**src/inc/ccm_pkg.sv**
```systemverilog
// Constants, field layout and mode decode for one capture/compare module.
// Assumes an APB master on pclk and a shared array counter on the same clock.
// Behaviour
// RULE1 - Comparator runs only while comparator enable set
// RULE2 - Rising pin edge captures when rising enable set
// RULE3 - Falling pin edge captures when falling enable set
// RULE4 - Counter equal compare sets flag when match enabled
// RULE5 - Counter equal compare toggles pin when toggle enabled
// RULE6 - Toggle plus pulse-width selects frequency output mode
// RULE7 - Pulse-width alone drives modulated waveform on pin
// RULE8 - Wide select picks 16-bit, else 8-bit waveform
// RULE9 - Flag interrupt request gated by flag interrupt enable
// RULE10 - Wide select lives in mode register top bit
// RULE11 - Capture copies counter and sets flag together
package ccm_pkg;

   // Register byte offsets
   localparam logic [7:0] OFS_MODE = 8'h00;
   localparam logic [7:0] OFS_COMPARE = 8'h04;
   localparam logic [7:0] OFS_CAPTURE = 8'h08;
   localparam logic [7:0] OFS_STATUS = 8'h0C;
   localparam logic [7:0] OFS_MASK = 8'h10;

   // Mode register fields
   localparam int BIT_WIDE_PULSE = 7;
   localparam int BIT_CMP_EN = 6;
   localparam int BIT_RISE_CAP = 5;
   localparam int BIT_FALL_CAP = 4;
   localparam int BIT_MATCH_EN = 3;
   localparam int BIT_TOGGLE_EN = 2;
   localparam int BIT_PULSE_EN = 1;
   localparam int BIT_FLAG_IE = 0;

   // Status and mask fields
   localparam int ST_FLAG = 0;
   localparam int ST_CAPTURE = 1;
   localparam int ST_MATCH = 2;
   localparam int ST_W = 3;

   // Reset values
   localparam logic [7:0] MODE_RST = 8'h00;
   localparam logic [15:0] COMPARE_RST = 16'h0000;
   localparam logic [15:0] CAPTURE_RST = 16'h0000;
   localparam logic [ST_W-1:0] STATUS_RST = 3'h0;
   localparam logic [ST_W-1:0] MASK_RST = 3'h0;

   // Pin output functions
   typedef enum logic [1:0] {WAVE_OFF, WAVE_TOGGLE, WAVE_PWM, WAVE_FREQ} ccm_wave_type;

   // Output function selected by the mode register
   function automatic ccm_wave_type ccm_wave_sel(input logic [7:0] mode);
      if (mode[BIT_TOGGLE_EN] && mode[BIT_PULSE_EN]) begin
         return WAVE_FREQ; // [RULE6]
      end else if (mode[BIT_PULSE_EN]) begin
         return WAVE_PWM; // [RULE7]
      end else if (mode[BIT_TOGGLE_EN]) begin
         return WAVE_TOGGLE;
      end else begin
         return WAVE_OFF;
      end
   endfunction

endpackage

```
**src/hdl/ccm_edge_sync.sv**
```systemverilog
// Two-flop pin synchroniser with rise and fall pulses.
// Assumes an asynchronous pin and a single clock.
`timescale 1ns/1ps
module ccm_edge_sync (
   input wire logic clk, // Clock
   input wire logic rst_n, // Asynchronous reset, active low
   input wire logic pin_i, // Raw pin level
   output logic rise_o, // One-cycle rising edge pulse
   output logic fall_o // One-cycle falling edge pulse
);
   logic meta_q;
   logic sync_q;
   logic last_q;

   // Synchroniser chain plus history for edge detection
   always_ff @(posedge clk or negedge rst_n) begin
      if (!rst_n) begin
         meta_q <= 1'b0;
         sync_q <= 1'b0;
         last_q <= 1'b0;
      end else begin
         meta_q <= pin_i;
         sync_q <= meta_q;
         last_q <= sync_q;
      end
   end

   // Edges seen only after the second flop
   assign rise_o = sync_q & ~last_q;
   assign fall_o = ~sync_q & last_q;
endmodule // ccm_edge_sync

```
**src/hdl/ccm_wave.sv**
```systemverilog
// Waveform generator: pulse-width level and frequency output target.
// Assumes the counter and compare value come from pclk logic.
`timescale 1ns/1ps
module ccm_wave
   import ccm_pkg::*;
(
   input wire logic clk, // Clock
   input wire logic rst_n, // Asynchronous reset, active low
   input wire ccm_pkg::ccm_wave_type wave_i, // Selected output function
   input wire logic wide_i, // 16-bit pulse width when high
   input wire logic [15:0] counter_i, // Shared counter value
   input wire logic [15:0] compare_i, // Compare value
   output logic pwm_level_o, // Pulse-width level
   output logic freq_hit_o // One-cycle frequency toggle pulse
);
   logic [7:0] target_q;
   logic freq_eq_q;
   logic freq_eq;

   // Level is high once the counter reaches or exceeds the compare value
   always_comb begin
      if (wide_i) begin
         pwm_level_o = counter_i >= compare_i; // [RULE8]
      end else begin
         pwm_level_o = counter_i[7:0] >= compare_i[7:0]; // [RULE8]
      end
   end

   // Frequency mode: low byte match, next target advanced by high byte
   assign freq_eq = (wave_i == WAVE_FREQ) && (counter_i[7:0] == target_q);
   assign freq_hit_o = freq_eq & ~freq_eq_q;

   always_ff @(posedge clk or negedge rst_n) begin
      if (!rst_n) begin
         target_q <= 8'h00;
         freq_eq_q <= 1'b0;
      end else begin
         freq_eq_q <= freq_eq;
         if (wave_i != WAVE_FREQ) begin
            target_q <= compare_i[7:0];
         end else if (freq_hit_o) begin
            target_q <= 8'(target_q + compare_i[15:8]); // [RULE6]
         end
      end
   end
endmodule // ccm_wave

```
**src/hdl/ccm_top.sv**
```systemverilog
// Capture/compare module with mode control, APB registers and interrupt.
// Assumes the shared counter arrives on pclk; the pin is asynchronous.
`timescale 1ns/1ps
module ccm_top
   import ccm_pkg::*;
(
   input wire logic pclk, // APB clock, also counter clock
   input wire logic presetn, // Asynchronous reset, active low
   input wire logic psel, // APB select
   input wire logic penable, // APB enable
   input wire logic pwrite, // APB write
   input wire logic [7:0] paddr, // APB byte address
   input wire logic [31:0] pwdata, // APB write data
   output logic [31:0] prdata, // APB read data
   output logic pready, // APB ready
   output logic pslverr, // APB error on unmapped address
   input wire logic [15:0] counter_i, // Shared array counter
   input wire logic module_external_pin_i, // Pin level in
   output logic module_external_pin_o, // Pin level out
   output logic module_external_pin_oe, // Pin driven when high
   output logic irq_o // Level interrupt
);
   logic [7:0] mode_q;
   logic [15:0] compare_q;
   logic [15:0] capture_q;
   logic [ST_W-1:0] status_q;
   logic [ST_W-1:0] mask_q;
   logic [ST_W-1:0] status_set;
   logic [ST_W-1:0] status_clr;
   logic eq_q;
   logic cmp_eq;
   logic match_pulse;
   logic rise;
   logic fall;
   logic cap_evt;
   logic pwm_level;
   logic freq_hit;
   logic wr_acc;
   logic setup;
   logic mapped;
   logic flag_req;
   ccm_wave_type wave;

   // Bus phases: writes land at the end of the access cycle
   assign setup = psel & ~penable;
   assign wr_acc = psel & penable & pready & pwrite;
   assign mapped = (paddr == OFS_MODE) || (paddr == OFS_COMPARE) || (paddr == OFS_CAPTURE)
      || (paddr == OFS_STATUS) || (paddr == OFS_MASK);

   // Pin synchroniser and edge detector
   ccm_edge_sync u_sync (
      .clk(pclk),
      .rst_n(presetn),
      .pin_i(module_external_pin_i),
      .rise_o(rise),
      .fall_o(fall)
   );

   // Output function decode and waveform generator
   assign wave = ccm_wave_sel(mode_q);

   ccm_wave u_wave (
      .clk(pclk),
      .rst_n(presetn),
      .wave_i(wave),
      .wide_i(mode_q[BIT_WIDE_PULSE]), // [RULE10]
      .counter_i(counter_i),
      .compare_i(compare_q),
      .pwm_level_o(pwm_level),
      .freq_hit_o(freq_hit)
   );

   // Comparator, active only when enabled; one pulse per match
   assign cmp_eq = mode_q[BIT_CMP_EN] && (counter_i == compare_q); // [RULE1]
   assign match_pulse = cmp_eq & ~eq_q;

   always_ff @(posedge pclk or negedge presetn) begin
      if (!presetn) begin
         eq_q <= 1'b0;
      end else begin
         eq_q <= cmp_eq;
      end
   end

   // Capture on enabled pin edges
   assign cap_evt = (rise & mode_q[BIT_RISE_CAP]) // [RULE2]
      | (fall & mode_q[BIT_FALL_CAP]); // [RULE3]

   always_ff @(posedge pclk or negedge presetn) begin
      if (!presetn) begin
         capture_q <= CAPTURE_RST;
      end else if (cap_evt) begin
         capture_q <= counter_i; // [RULE11]
      end
   end

   // Mode, compare and mask registers
   always_ff @(posedge pclk or negedge presetn) begin
      if (!presetn) begin
         mode_q <= MODE_RST;
         compare_q <= COMPARE_RST;
         mask_q <= MASK_RST;
      end else if (wr_acc) begin
         if (paddr == OFS_MODE) begin
            mode_q <= pwdata[7:0]; // [RULE10]
         end else if (paddr == OFS_COMPARE) begin
            compare_q <= pwdata[15:0];
         end else if (paddr == OFS_MASK) begin
            mask_q <= pwdata[ST_W-1:0];
         end
      end
   end

   // Sticky status, write one to clear, set wins over clear
   always_comb begin
      status_set = '0;
      status_set[ST_FLAG] = cap_evt | (match_pulse & mode_q[BIT_MATCH_EN]); // [RULE4] [RULE11]
      status_set[ST_CAPTURE] = cap_evt;
      status_set[ST_MATCH] = match_pulse;
      status_clr = (wr_acc && paddr == OFS_STATUS) ? pwdata[ST_W-1:0] : '0;
   end

   always_ff @(posedge pclk or negedge presetn) begin
      if (!presetn) begin
         status_q <= STATUS_RST;
      end else begin
         status_q <= (status_q & ~status_clr) | status_set;
      end
   end

   // Interrupt: flag needs its own enable as well as the mask
   assign flag_req = status_q[ST_FLAG] & mode_q[BIT_FLAG_IE] & mask_q[ST_FLAG]; // [RULE9]

   always_ff @(posedge pclk or negedge presetn) begin
      if (!presetn) begin
         irq_o <= 1'b0;
      end else begin
         irq_o <= flag_req | (|(status_q[ST_W-1:1] & mask_q[ST_W-1:1]));
      end
   end

   // Pin driver
   always_ff @(posedge pclk or negedge presetn) begin
      if (!presetn) begin
         module_external_pin_o <= 1'b0;
         module_external_pin_oe <= 1'b0;
      end else begin
         module_external_pin_oe <= (wave != WAVE_OFF);
         case (wave)
            WAVE_TOGGLE: begin
               if (match_pulse) begin
                  module_external_pin_o <= ~module_external_pin_o; // [RULE5]
               end
            end
            WAVE_FREQ: begin
               if (freq_hit && mode_q[BIT_CMP_EN]) begin
                  module_external_pin_o <= ~module_external_pin_o; // [RULE6]
               end
            end
            WAVE_PWM: begin
               if (mode_q[BIT_CMP_EN]) begin
                  module_external_pin_o <= pwm_level; // [RULE7]
               end
            end
            default: begin
               module_external_pin_o <= module_external_pin_o;
            end
         endcase
      end
   end

   // APB answer prepared in the setup cycle, one access cycle
   always_ff @(posedge pclk or negedge presetn) begin
      if (!presetn) begin
         prdata <= 32'h0000_0000;
         pready <= 1'b0;
         pslverr <= 1'b0;
      end else begin
         pready <= setup;
         pslverr <= setup & ~mapped;
         if (setup && !pwrite) begin
            if (paddr == OFS_MODE) begin
               prdata <= {24'h00_0000, mode_q};
            end else if (paddr == OFS_COMPARE) begin
               prdata <= {16'h0000, compare_q};
            end else if (paddr == OFS_CAPTURE) begin
               prdata <= {16'h0000, capture_q};
            end else if (paddr == OFS_STATUS) begin
               prdata <= {29'h0000_0000, status_q};
            end else if (paddr == OFS_MASK) begin
               prdata <= {29'h0000_0000, mask_q};
            end else begin
               prdata <= 32'h0000_0000;
            end
         end
      end
   end

   // Checks
   chk_match_needs_cmp: assert property (@(posedge pclk) disable iff (!presetn) // [RULE1]
      $rose(status_q[ST_MATCH]) |-> $past(mode_q[BIT_CMP_EN]))
      else $error("match seen with comparator disabled");

   chk_rise_capture: assert property (@(posedge pclk) disable iff (!presetn) // [RULE2]
      (rise && mode_q[BIT_RISE_CAP]) |=> (capture_q == $past(counter_i)))
      else $error("rising edge capture missed");

   chk_fall_capture_flag: assert property (@(posedge pclk) disable iff (!presetn) // [RULE3]
      (fall && mode_q[BIT_FALL_CAP]) |=> (capture_q == $past(counter_i)) && status_q[ST_FLAG])
      else $error("falling edge capture missed");

   chk_no_capture_off: assert property (@(posedge pclk) disable iff (!presetn) // [RULE11]
      (!cap_evt) |=> (capture_q == $past(capture_q)))
      else $error("capture changed without edge");

   chk_match_sets_flag: assert property (@(posedge pclk) disable iff (!presetn) // [RULE4]
      (mode_q[BIT_CMP_EN] && mode_q[BIT_MATCH_EN] && counter_i == compare_q && !eq_q)
      |=> status_q[ST_FLAG])
      else $error("match did not set flag");

   chk_toggle_pin: assert property (@(posedge pclk) disable iff (!presetn) // [RULE5]
      (wave == WAVE_TOGGLE && match_pulse) |=> (module_external_pin_o != $past(module_external_pin_o)))
      else $error("pin did not toggle on match");

   chk_freq_select: assert property (@(posedge pclk) disable iff (!presetn) // [RULE6]
      (mode_q[BIT_TOGGLE_EN] && mode_q[BIT_PULSE_EN] && mode_q[BIT_CMP_EN] && freq_hit)
      |-> (wave == WAVE_FREQ) ##1 (module_external_pin_o != $past(module_external_pin_o)))
      else $error("frequency mode not toggling");

   chk_pwm_narrow: assert property (@(posedge pclk) disable iff (!presetn) // [RULE7] [RULE8]
      (wave == WAVE_PWM && mode_q[BIT_CMP_EN] && !mode_q[BIT_WIDE_PULSE])
      |=> (module_external_pin_o == ($past(counter_i[7:0]) >= $past(compare_q[7:0]))))
      else $error("8-bit pulse level wrong");

   chk_pwm_wide: assert property (@(posedge pclk) disable iff (!presetn) // [RULE8]
      (wave == WAVE_PWM && mode_q[BIT_CMP_EN] && mode_q[BIT_WIDE_PULSE])
      |=> (module_external_pin_o == ($past(counter_i) >= $past(compare_q))))
      else $error("16-bit pulse level wrong");

   chk_flag_irq_mask: assert property (@(posedge pclk) disable iff (!presetn) // [RULE9]
      (status_q[ST_FLAG] && mask_q[ST_FLAG] && mode_q[BIT_FLAG_IE]) |=> irq_o)
      else $error("flag interrupt not raised");

   chk_flag_irq_off: assert property (@(posedge pclk) disable iff (!presetn) // [RULE9]
      (!mode_q[BIT_FLAG_IE] && (status_q[ST_W-1:1] & mask_q[ST_W-1:1]) == '0) |=> !irq_o)
      else $error("flag interrupt not masked");

   chk_wide_bit_write: assert property (@(posedge pclk) disable iff (!presetn) // [RULE10]
      (wr_acc && paddr == OFS_MODE) |=> (mode_q[BIT_WIDE_PULSE] == $past(pwdata[7])))
      else $error("wide select not in top bit");

   // Capture side: disabled edges leave the register alone; a capture loads it and sets both flags
   chk_rise_off_quiet: assert property (@(posedge pclk) disable iff (!presetn) // [RULE2]
      (rise && !mode_q[BIT_RISE_CAP]) |=> $stable(capture_q))
      else $error("capture on disabled rising edge");

   chk_fall_off_quiet: assert property (@(posedge pclk) disable iff (!presetn) // [RULE3]
      (fall && !mode_q[BIT_FALL_CAP]) |=> $stable(capture_q))
      else $error("capture on disabled falling edge");

   chk_cap_flag_same: assert property (@(posedge pclk) disable iff (!presetn) // [RULE11]
      cap_evt |=> status_q[ST_FLAG] && status_q[ST_CAPTURE] && (capture_q == $past(counter_i)))
      else $error("capture and flag not in one cycle");

   // Flag and comparator side
   chk_match_off_noflag: assert property (@(posedge pclk) disable iff (!presetn) // [RULE4]
      (!mode_q[BIT_MATCH_EN] && !cap_evt) |=> !$rose(status_q[ST_FLAG]))
      else $error("flag set with match disabled");

   chk_cmp_off_pin: assert property (@(posedge pclk) disable iff (!presetn) // [RULE1]
      !mode_q[BIT_CMP_EN] |=> $stable(module_external_pin_o))
      else $error("pin moved with comparator disabled");

   // Pin side: level held between events, driven while a function is on
   chk_toggle_hold: assert property (@(posedge pclk) disable iff (!presetn) // [RULE5]
      (wave == WAVE_TOGGLE && !match_pulse) |=> $stable(module_external_pin_o))
      else $error("pin toggled without match");

   chk_freq_hold: assert property (@(posedge pclk) disable iff (!presetn) // [RULE6]
      (wave == WAVE_FREQ && !freq_hit) |=> $stable(module_external_pin_o))
      else $error("frequency pin moved without hit");

   chk_pin_oe_on: assert property (@(posedge pclk) disable iff (!presetn) // [RULE7]
      (wave != WAVE_OFF) |=> module_external_pin_oe)
      else $error("pin not driven with function on");

   chk_pin_oe_off: assert property (@(posedge pclk) disable iff (!presetn)
      (wave == WAVE_OFF) |=> !module_external_pin_oe)
      else $error("pin driven with function off");

   // Bus side: one access cycle, error only for unmapped offsets
   chk_ready_after_setup: assert property (@(posedge pclk) disable iff (!presetn)
      setup |=> pready && (pslverr == !$past(mapped)))
      else $error("ready or error wrong after setup");

   chk_ready_idle: assert property (@(posedge pclk) disable iff (!presetn)
      !setup |=> !pready && !pslverr)
      else $error("ready without setup");

   chk_status_w1c: assert property (@(posedge pclk) disable iff (!presetn)
      (wr_acc && paddr == OFS_STATUS && !cap_evt && !match_pulse)
      |=> ((status_q & $past(pwdata[ST_W-1:0])) == '0))
      else $error("status bit not cleared by write");

endmodule // ccm_top

```
**config.mk**
```make
export PLATFORM = sky130hd
export DESIGN_NAME = ccm_top
export DESIGN_NICKNAME = d
export VERILOG_FILES = /design/src/inc/ccm_pkg.sv /design/src/hdl/ccm_edge_sync.sv /design/src/hdl/ccm_wave.sv /design/src/hdl/ccm_top.sv
export SDC_FILE = /design/constraint.sdc
export NUM_CORES = 1
export LEC_CHECK = 0
export BUFFER_PORTS_ARGS = -buffer_cell sky130_fd_sc_hd__buf_2
export CORE_ASPECT_RATIO = 0.9
export CORE_MARGIN = 1.5
export CORE_UTILIZATION = 40
export CTS_BUF_LIST = sky130_fd_sc_hd__clkbuf_4
export CTS_CLUSTER_DIAMETER = 60
export DETAILED_ROUTE_END_ITERATION = 16
export SYNTH_ARGS = -nofsm -noshare
export SYNTH_HDL_FRONTEND = slang
export SYNTH_SLANG_ARGS = --single-unit
```
**constraint.sdc**
```tcl
create_clock -name pclk -period 2.53 [get_ports pclk]
set_input_delay 0.506 -clock pclk [delete_from_list [all_inputs] [get_ports pclk]]
set_output_delay 0.506 -clock pclk [all_outputs]
set_load 0.01 [all_outputs]
```
==> results of run 1 <==
repair_timing:
action / CTS / global route
gates resized for setup: 0 / 1
hold buffers: 0 / 0
setup endpoints to repair: 0 / 1
hold endpoints to repair: 0 / 0
power by group:
group | switching, mW | total (mW) | internal, mW
sequential | 0.0166 | 1.32 | 1.30
clock | 0.473 | 0.890 | 0.417
combinational | 0.126 | 0.212 | 0.0862
total | 0.615 | 2.42 | 1.81
flip-flops by register name, indices dropped and copies added, names as in the netlist:
register                count
pslverr                     1
u_sync.meta_q               1
compare_q                  16
u_sync.sync_q               1
mode_q                      8
irq_o                       1
pready                      1
u_wave.target_q             8
module_external_pin_oe      1
capture_q                  16
u_wave.freq_eq_q            1
status_q                    3
prdata                     16
mask_q                      3
eq_q                        1
module_external_pin_o       1
u_sync.last_q               1
area by class of cell:
cell class,instances,area share
Tap cell,133,0.0329
Timing Repair Buffer,76,0.0831
Clock inverter,6,0.0178
Multi-Input combinational cell,279,0.432
Inverter,31,0.0230
Sequential cell,80,0.396
Clock buffer,10,0.0148
how the worst max path moves through the flow:
| stage | cells past startpoint | slack (ns) | endpoint |
|---|---|---|---|
| after floorplan | 4 | 0.29 | mask_q[0] |
| after global placement | 8 | 0.13 | u_wave.target_q[4] |
| after detailed placement | 8 | 0.16 | u_wave.target_q[2] |
| after CTS | 8 | 0.16 | u_wave.target_q[6] |
| after global routing | 7 | 0.03 | u_wave.target_q[4] |
| final | 7 | 0.20 | u_wave.target_q[4] |
cell families after synthesis:
logic type               after synthesis
AND/OR/NAND/NOR                       94
adder cells (fa/ha/maj)               28
XOR/XNOR                              11
flip-flops                            80
AO/OA/AOI/OAI                         79
buffers and inverters                 60
other                                  1
multiplexers                          51
cells in the mapped netlist (3+ instances only):
cell type,instances
inv_1,31
a21o_1,5
nor2_1,20
and2_1,3
xnor2_1,7
mux2_2,34
o21ai_0,5
nand2b_1,6
a22o_1,3
mux2i_1,7
nand3_1,9
a21oi_1,17
buf_4,17
a221o_1,7
a221oi_1,5
mux2_4,10
nand2_1,22
xor2_1,4
dfrtp_1,80
a22oi_1,10
nor2b_1,3
clkbuf_1,7
o21ai_1,9
o211ai_1,3
and3_1,3
nand3b_1,3
o31ai_1,5
buf_6,3
nand4_1,4
nor3_1,8
ha_1,27
critical path: stages, from the launching register on:
cell	delay [ns]
dfrtp_1	0.45
ha_1	0.37
nand4_1	0.19
nor4b_1	0.36
buf_4	0.18
buf_4	0.17
nor2_1	0.13
a221o_1	0.37
through the flow:
stage	utilization	hold WS [ns]	setup slack [ns]	total power [mW]	instance area [sq um]
6_report	0.468	0.0355	0.198	2.42	5060
5_1_grt	0.468	0.0527	0.0317	2.55	5060
4_1_cts	0.468	0.0388	0.155	2.46	5060
3_5_place_dp	0.453	0.335	0.161	1.56	4890
3_3_place_gp	0.453	0.332	0.133	1.55	4890
2_1_floorplan	-	0.210	0.292	1.46	4500
per-layer routing:
metal	global-route usage	vias to the layer above	part of all wire
li1	-	1567	-
met1	0.264	1546	0.49
met2	0.304	85	0.44
met3	0.0464	9	0.055
met4	0.0519	0	0.012
met5	0	-	0
==> flow_summary.yaml, run 1 <==
global_route:
  antenna_found_initial: 0
  grt_pass1_wl_um: 17100
  grt_max_degree: 44
  grt_pass1_vias: 3294
  grt.overflow.total: 0
  grt_usage: 0.191
final_layout:
  final_common_cell: "dfrtp_1"
  final_layout_size_suffix_gt1_frac: 0.290
  final_nets: 567
  syn_to_final_growth_pct: 13.7
  final_cell_mix: "80 x dfrtp_1, 65 x buf_2, 34 x mux2_2"
  regArea_sq_um: 2000
  fill_cells: 1040
  n_antenna_cell: 0
  fin_cells: 615
  multiInputGateArea_sq_um: 2190
status:
  status: "finished clean"
critical_path:
  critical_path_class: "flop to flop"
  r2r-start: "mode_q[1]"
  rrSetupSlack_ns: 0.20
  r2r_cells: 7
  rr_endpoint: "u_wave.target_q[4]"
  critPathMaxFanout: 11
  crit_path_start_kind: "flop"
  setup.worst_path.start: "mode_q[1]"
  crit_arrival_ns: 2.67
  critPathRequiredTime_ns: 2.86
  cp-end-kind: "flop"
routing:
  wirelength_um: 10200
  firstDrtPassIters: 4
  antenna_left: 0
  num_vias: 3207
  wl_per_cell_um: 16.6
  dr.first_iter.drc_count: 139
  drc: 0
  viasPerCell: 5.21
logic_synthesis:
  netlist_area_sq_um: 4450
  synth_xor_area_frac: 0.0217
  netlist.area_leader.share: 0.450
  synth.area.mux_share: 0.136
  synthSimpleGateAreaFrac: 0.117
  synthArstFlopShare: 1.00
  synth-compound-area-share: 0.124
  syn_avg_cell_area_sq_um: 11.0
  synth-main-ff-cell: "dfrtp_1"
  synth-edff-count: 0
  synth_top_cell_by_area: "dfrtp_1"
  syn_inst: 404
  ys_ff_latch: 80
  synth_fa_ha_area_frac: 0.0805
  synth_top_family_by_area: "multiplexers"
  yosysWarningCount: 0
  synth.distinct_cells: 55
  yosysSeqAreaShare: 0.450
  synth_area_leaders: "dfrtp_1 45%, mux2_2 8.6%, ha_1 7.6%"
hold_path:
  hold_class: "input pin to async pin"
timing:
  post-route-min-period_ns: 2.33
  rsz0062_at_grt: "no"
  setup_tns_ns: 0
  finalMaxSlewViolations: 0
  final_hold_viol_count: 0
  fin_crit_sh: 0.922
  relSlewSlack: 0.617
  fin_skew_ns: 0.0177
  tightest_slew_ns: 0.575
  clock.fmax_mhz: 429
  finalSetupViolCount: 0
clock_network:
  clk_pin_slew_ns: 0.13
  cts-htree-levels: 3
  numCtsBuffers: 9
  cts_sinks: 80
  clockRootBuffer: "clkbuf_4"
  clock_latency_ns: 0.45
  cts_tree: "done"
  cts_setup_buffers: 0
  clock_path_buffers: 2
floorplan:
  die_w_um: 114
  die_y_um: 103
  rows: 36
  start_util: 0.411
  dieArea_sq_um: 11800
  io_pins: 99
  core_sq_um: 10800
power_and_ir_drop:
  p_per_area_nw_per_um2: 479
  max-vdd-ir-drop_uv: 304
  p_leak_nw: 2.56
placement:
  routabilityCongestion: 0.864
  placed_cells: 599
  io_buffers: 66
  dp_hpwl_um: 7880
run:
  cap_viol_max_count: 0
Note: power is estimated with default switching activity, not from simulation.
==> inputs of run 2 (changes only) <==
--- a/config.mk
+++ b/config.mk
@@ -6,12 +6,15 @@
 export NUM_CORES = 1
 export LEC_CHECK = 0
 export BUFFER_PORTS_ARGS = -buffer_cell sky130_fd_sc_hd__buf_2
+export CELL_PAD_IN_SITES_DETAIL_PLACEMENT = 1
+export CELL_PAD_IN_SITES_GLOBAL_PLACEMENT = 1
 export CORE_ASPECT_RATIO = 0.9
 export CORE_MARGIN = 1.5
 export CORE_UTILIZATION = 40
 export CTS_BUF_LIST = sky130_fd_sc_hd__clkbuf_4
 export CTS_CLUSTER_DIAMETER = 60
 export DETAILED_ROUTE_END_ITERATION = 16
+export PLACE_DENSITY_LB_ADDON = 0.1
 export SYNTH_ARGS = -nofsm -noshare
 export SYNTH_HDL_FRONTEND = slang
 export SYNTH_SLANG_ARGS = --single-unit
==> run 2 against run 1 <==
- hold slack worse by 0.0058 ns
- final area up 0.40%
- combinational power up 2%
- sequential cell count unchanged
- cell count up 0.33%
- non-clock buffer count up 2
- core utilization up 0.19 points
- first-iteration DRC count down 21%
- global-route usage up 1.3 points
==> flow_summary.yaml, run 2 (synthesis results as in run 1) <==
status:
  status: "finished clean"
critical_path:
  critical-path-max-stage-delay_ns: 0.43
  crit_path_cell_trace: "ha_1, inv_1, fa_1, nand2b_1, a21boi_0, o21a_1, o311ai_0, a221o_1"
  critPathBufInv: 1
  cp-end-kind: "flop"
  crit_path_start_kind: "flop"
  cp_top_family: "compound AO/OA/AOI/OAI gates"
  slowest_stage: "dfrtp_1"
  critical_path_class: "flop to flop"
  critPathRequiredTime_ns: 2.86
  crit_arrival_ns: 2.72
  critPathMaxFanout: 4
clock_network:
  numCtsBuffers: 9
  cts_setup_buffers: 0
  clk_pin_slew_ns: 0.13
  clockRootBuffer: "clkbuf_4"
  cts_resized: 0
  clock_path_buffers: 2
  cts_sinks: 80
  cts_tree: "done"
  postCtsHoldBufs: 0
  clock_latency_ns: 0.44
  cts-htree-levels: 3
placement:
  dpl-instance-area_sq_um: 4920
  io_buffers: 66
  routabilityCongestion: 0.784
  dp_hpwl_um: 8720
timing:
  fin_skew_ns: 0.0173
  rsz0062_at_grt: "no"
  clock.fmax_mhz: 417
  final_hold_viol_count: 0
  fin_crit_sh: 0.947
  relSlewSlack: 0.521
  post-route-min-period_ns: 2.40
  finalSetupViolCount: 0
  tightest_slew_ns: 0.713
  setup_tns_ns: 0
  finalMaxSlewViolations: 0
floorplan:
  io_pins: 99
  dieArea_sq_um: 11800
  start_util: 0.411
  die_y_um: 103
  rows: 36
  core_sq_um: 10800
  die_w_um: 114
routing:
  antenna_left: 0
  drc: 0
  viasPerCell: 5.32
  num_vias: 3283
  wirelength_um: 11100
  wl_per_cell_um: 18.0
  firstDrtPassIters: 4
  dr.first_iter.drc_count: 110
power_and_ir_drop:
  power_switching_mw: 0.609
  p_per_area_nw_per_um2: 475
  swShare: 0.253
  total_power_mw: 2.41
  max-vdd-ir-drop_uv: 411
  p_int_mw: 1.80
  p_seq_frac: 0.548
  p_leak_nw: 2.57
  p_clk_frac: 0.362
  pwr-share-comb: 0.090
hold_path:
  hold_class: "input pin to async pin"
global_route:
  grt_pass1_vias: 3421
  grt.overflow.total: 0
  grt_usage: 0.204
  grt_pass1_wl_um: 18000
  antenna_found_initial: 0
  grt_max_degree: 43
final_layout:
  syn_to_final_growth_pct: 14.2
  final_cell_mix: "80 x dfrtp_1, 65 x buf_2, 34 x mux2_2"
  final_layout_size_suffix_gt1_frac: 0.293
  fill_cells: 1221
  fin_area_sq_um: 5080
  final_nets: 569
  final_common_cell: "dfrtp_1"
  n_antenna_cell: 0
  reg_top3: "capture_q: 16 flops, compare_q: 16 flops, prdata: 16 flops"
run:
  cap_viol_max_count: 0
## run 2: layout make-up
class,count,area (sq um),share of cell area
timing repair buffer,78,448,0.0882
sequential,80,2000,0.394
inverter,31,116,0.0229
clock inverter,6,82.6,0.0163
multi-input combinational,279,2190,0.431
tap,133,166,0.0328
clock buffer,10,75.1,0.0148
## run 2: final timing paths
check	startpoint	end	slack, ns	depth (start not counted)
max in group asynchronous	presetn	u_sync.last_q	1.86	2
min in group pclk	module_external_pin_i	u_sync.meta_q	0.17	1
setup / recovery	compare_q[8]	u_wave.target_q[6]	0.13	8
hold reg to reg	u_sync.meta_q	u_sync.sync_q	0.36	0
hold / removal	presetn	prdata[14]	0.03	1
setup reg to reg	compare_q[8]	u_wave.target_q[6]	0.13	8
## run 2: per-stage QoR
step,setup WS [ns],instances,hold slack [ns],utilization
2_1_floorplan,0.292,419,0.210,-
3_3_place_gp,0.169,601,0.336,0.455
3_5_place_dp,0.143,601,0.336,0.455
4_1_cts,0.106,617,0.0171,0.470
5_1_grt,0.00983,617,0.0157,0.470
6_report,0.134,617,0.0297,0.470
## run 2: metal layers
metal  vias up  track usage  share of wire  wire (um)
li1       1572            -              -          -
met1      1632        0.281           0.49       5450
met2        71        0.335           0.46       5060
met3         8       0.0394          0.044        490
met4         0       0.0519          0.010        113
met5         -            0              0          0
## run 2: worst register-to-register path, stage by stage, from the launching register on
cell and delay, ns:
dfrtp_1 0.43, ha_1 0.21, inv_1 0.06, fa_1 0.41, nand2b_1 0.16, a21boi_0 0.32
o21a_1 0.18, o311ai_0 0.15, a221o_1 0.36
## run 2: power by group through the flow
stage	clock [mW]	sequential [mW]	combinational [mW]
finish	0.873	1.32	0.216
global route	0.944	1.32	0.244
detailed placement	0	1.35	0.219
CTS	0.902	1.32	0.220
global placement	0	1.34	0.212
floorplan	0	1.35	0.113
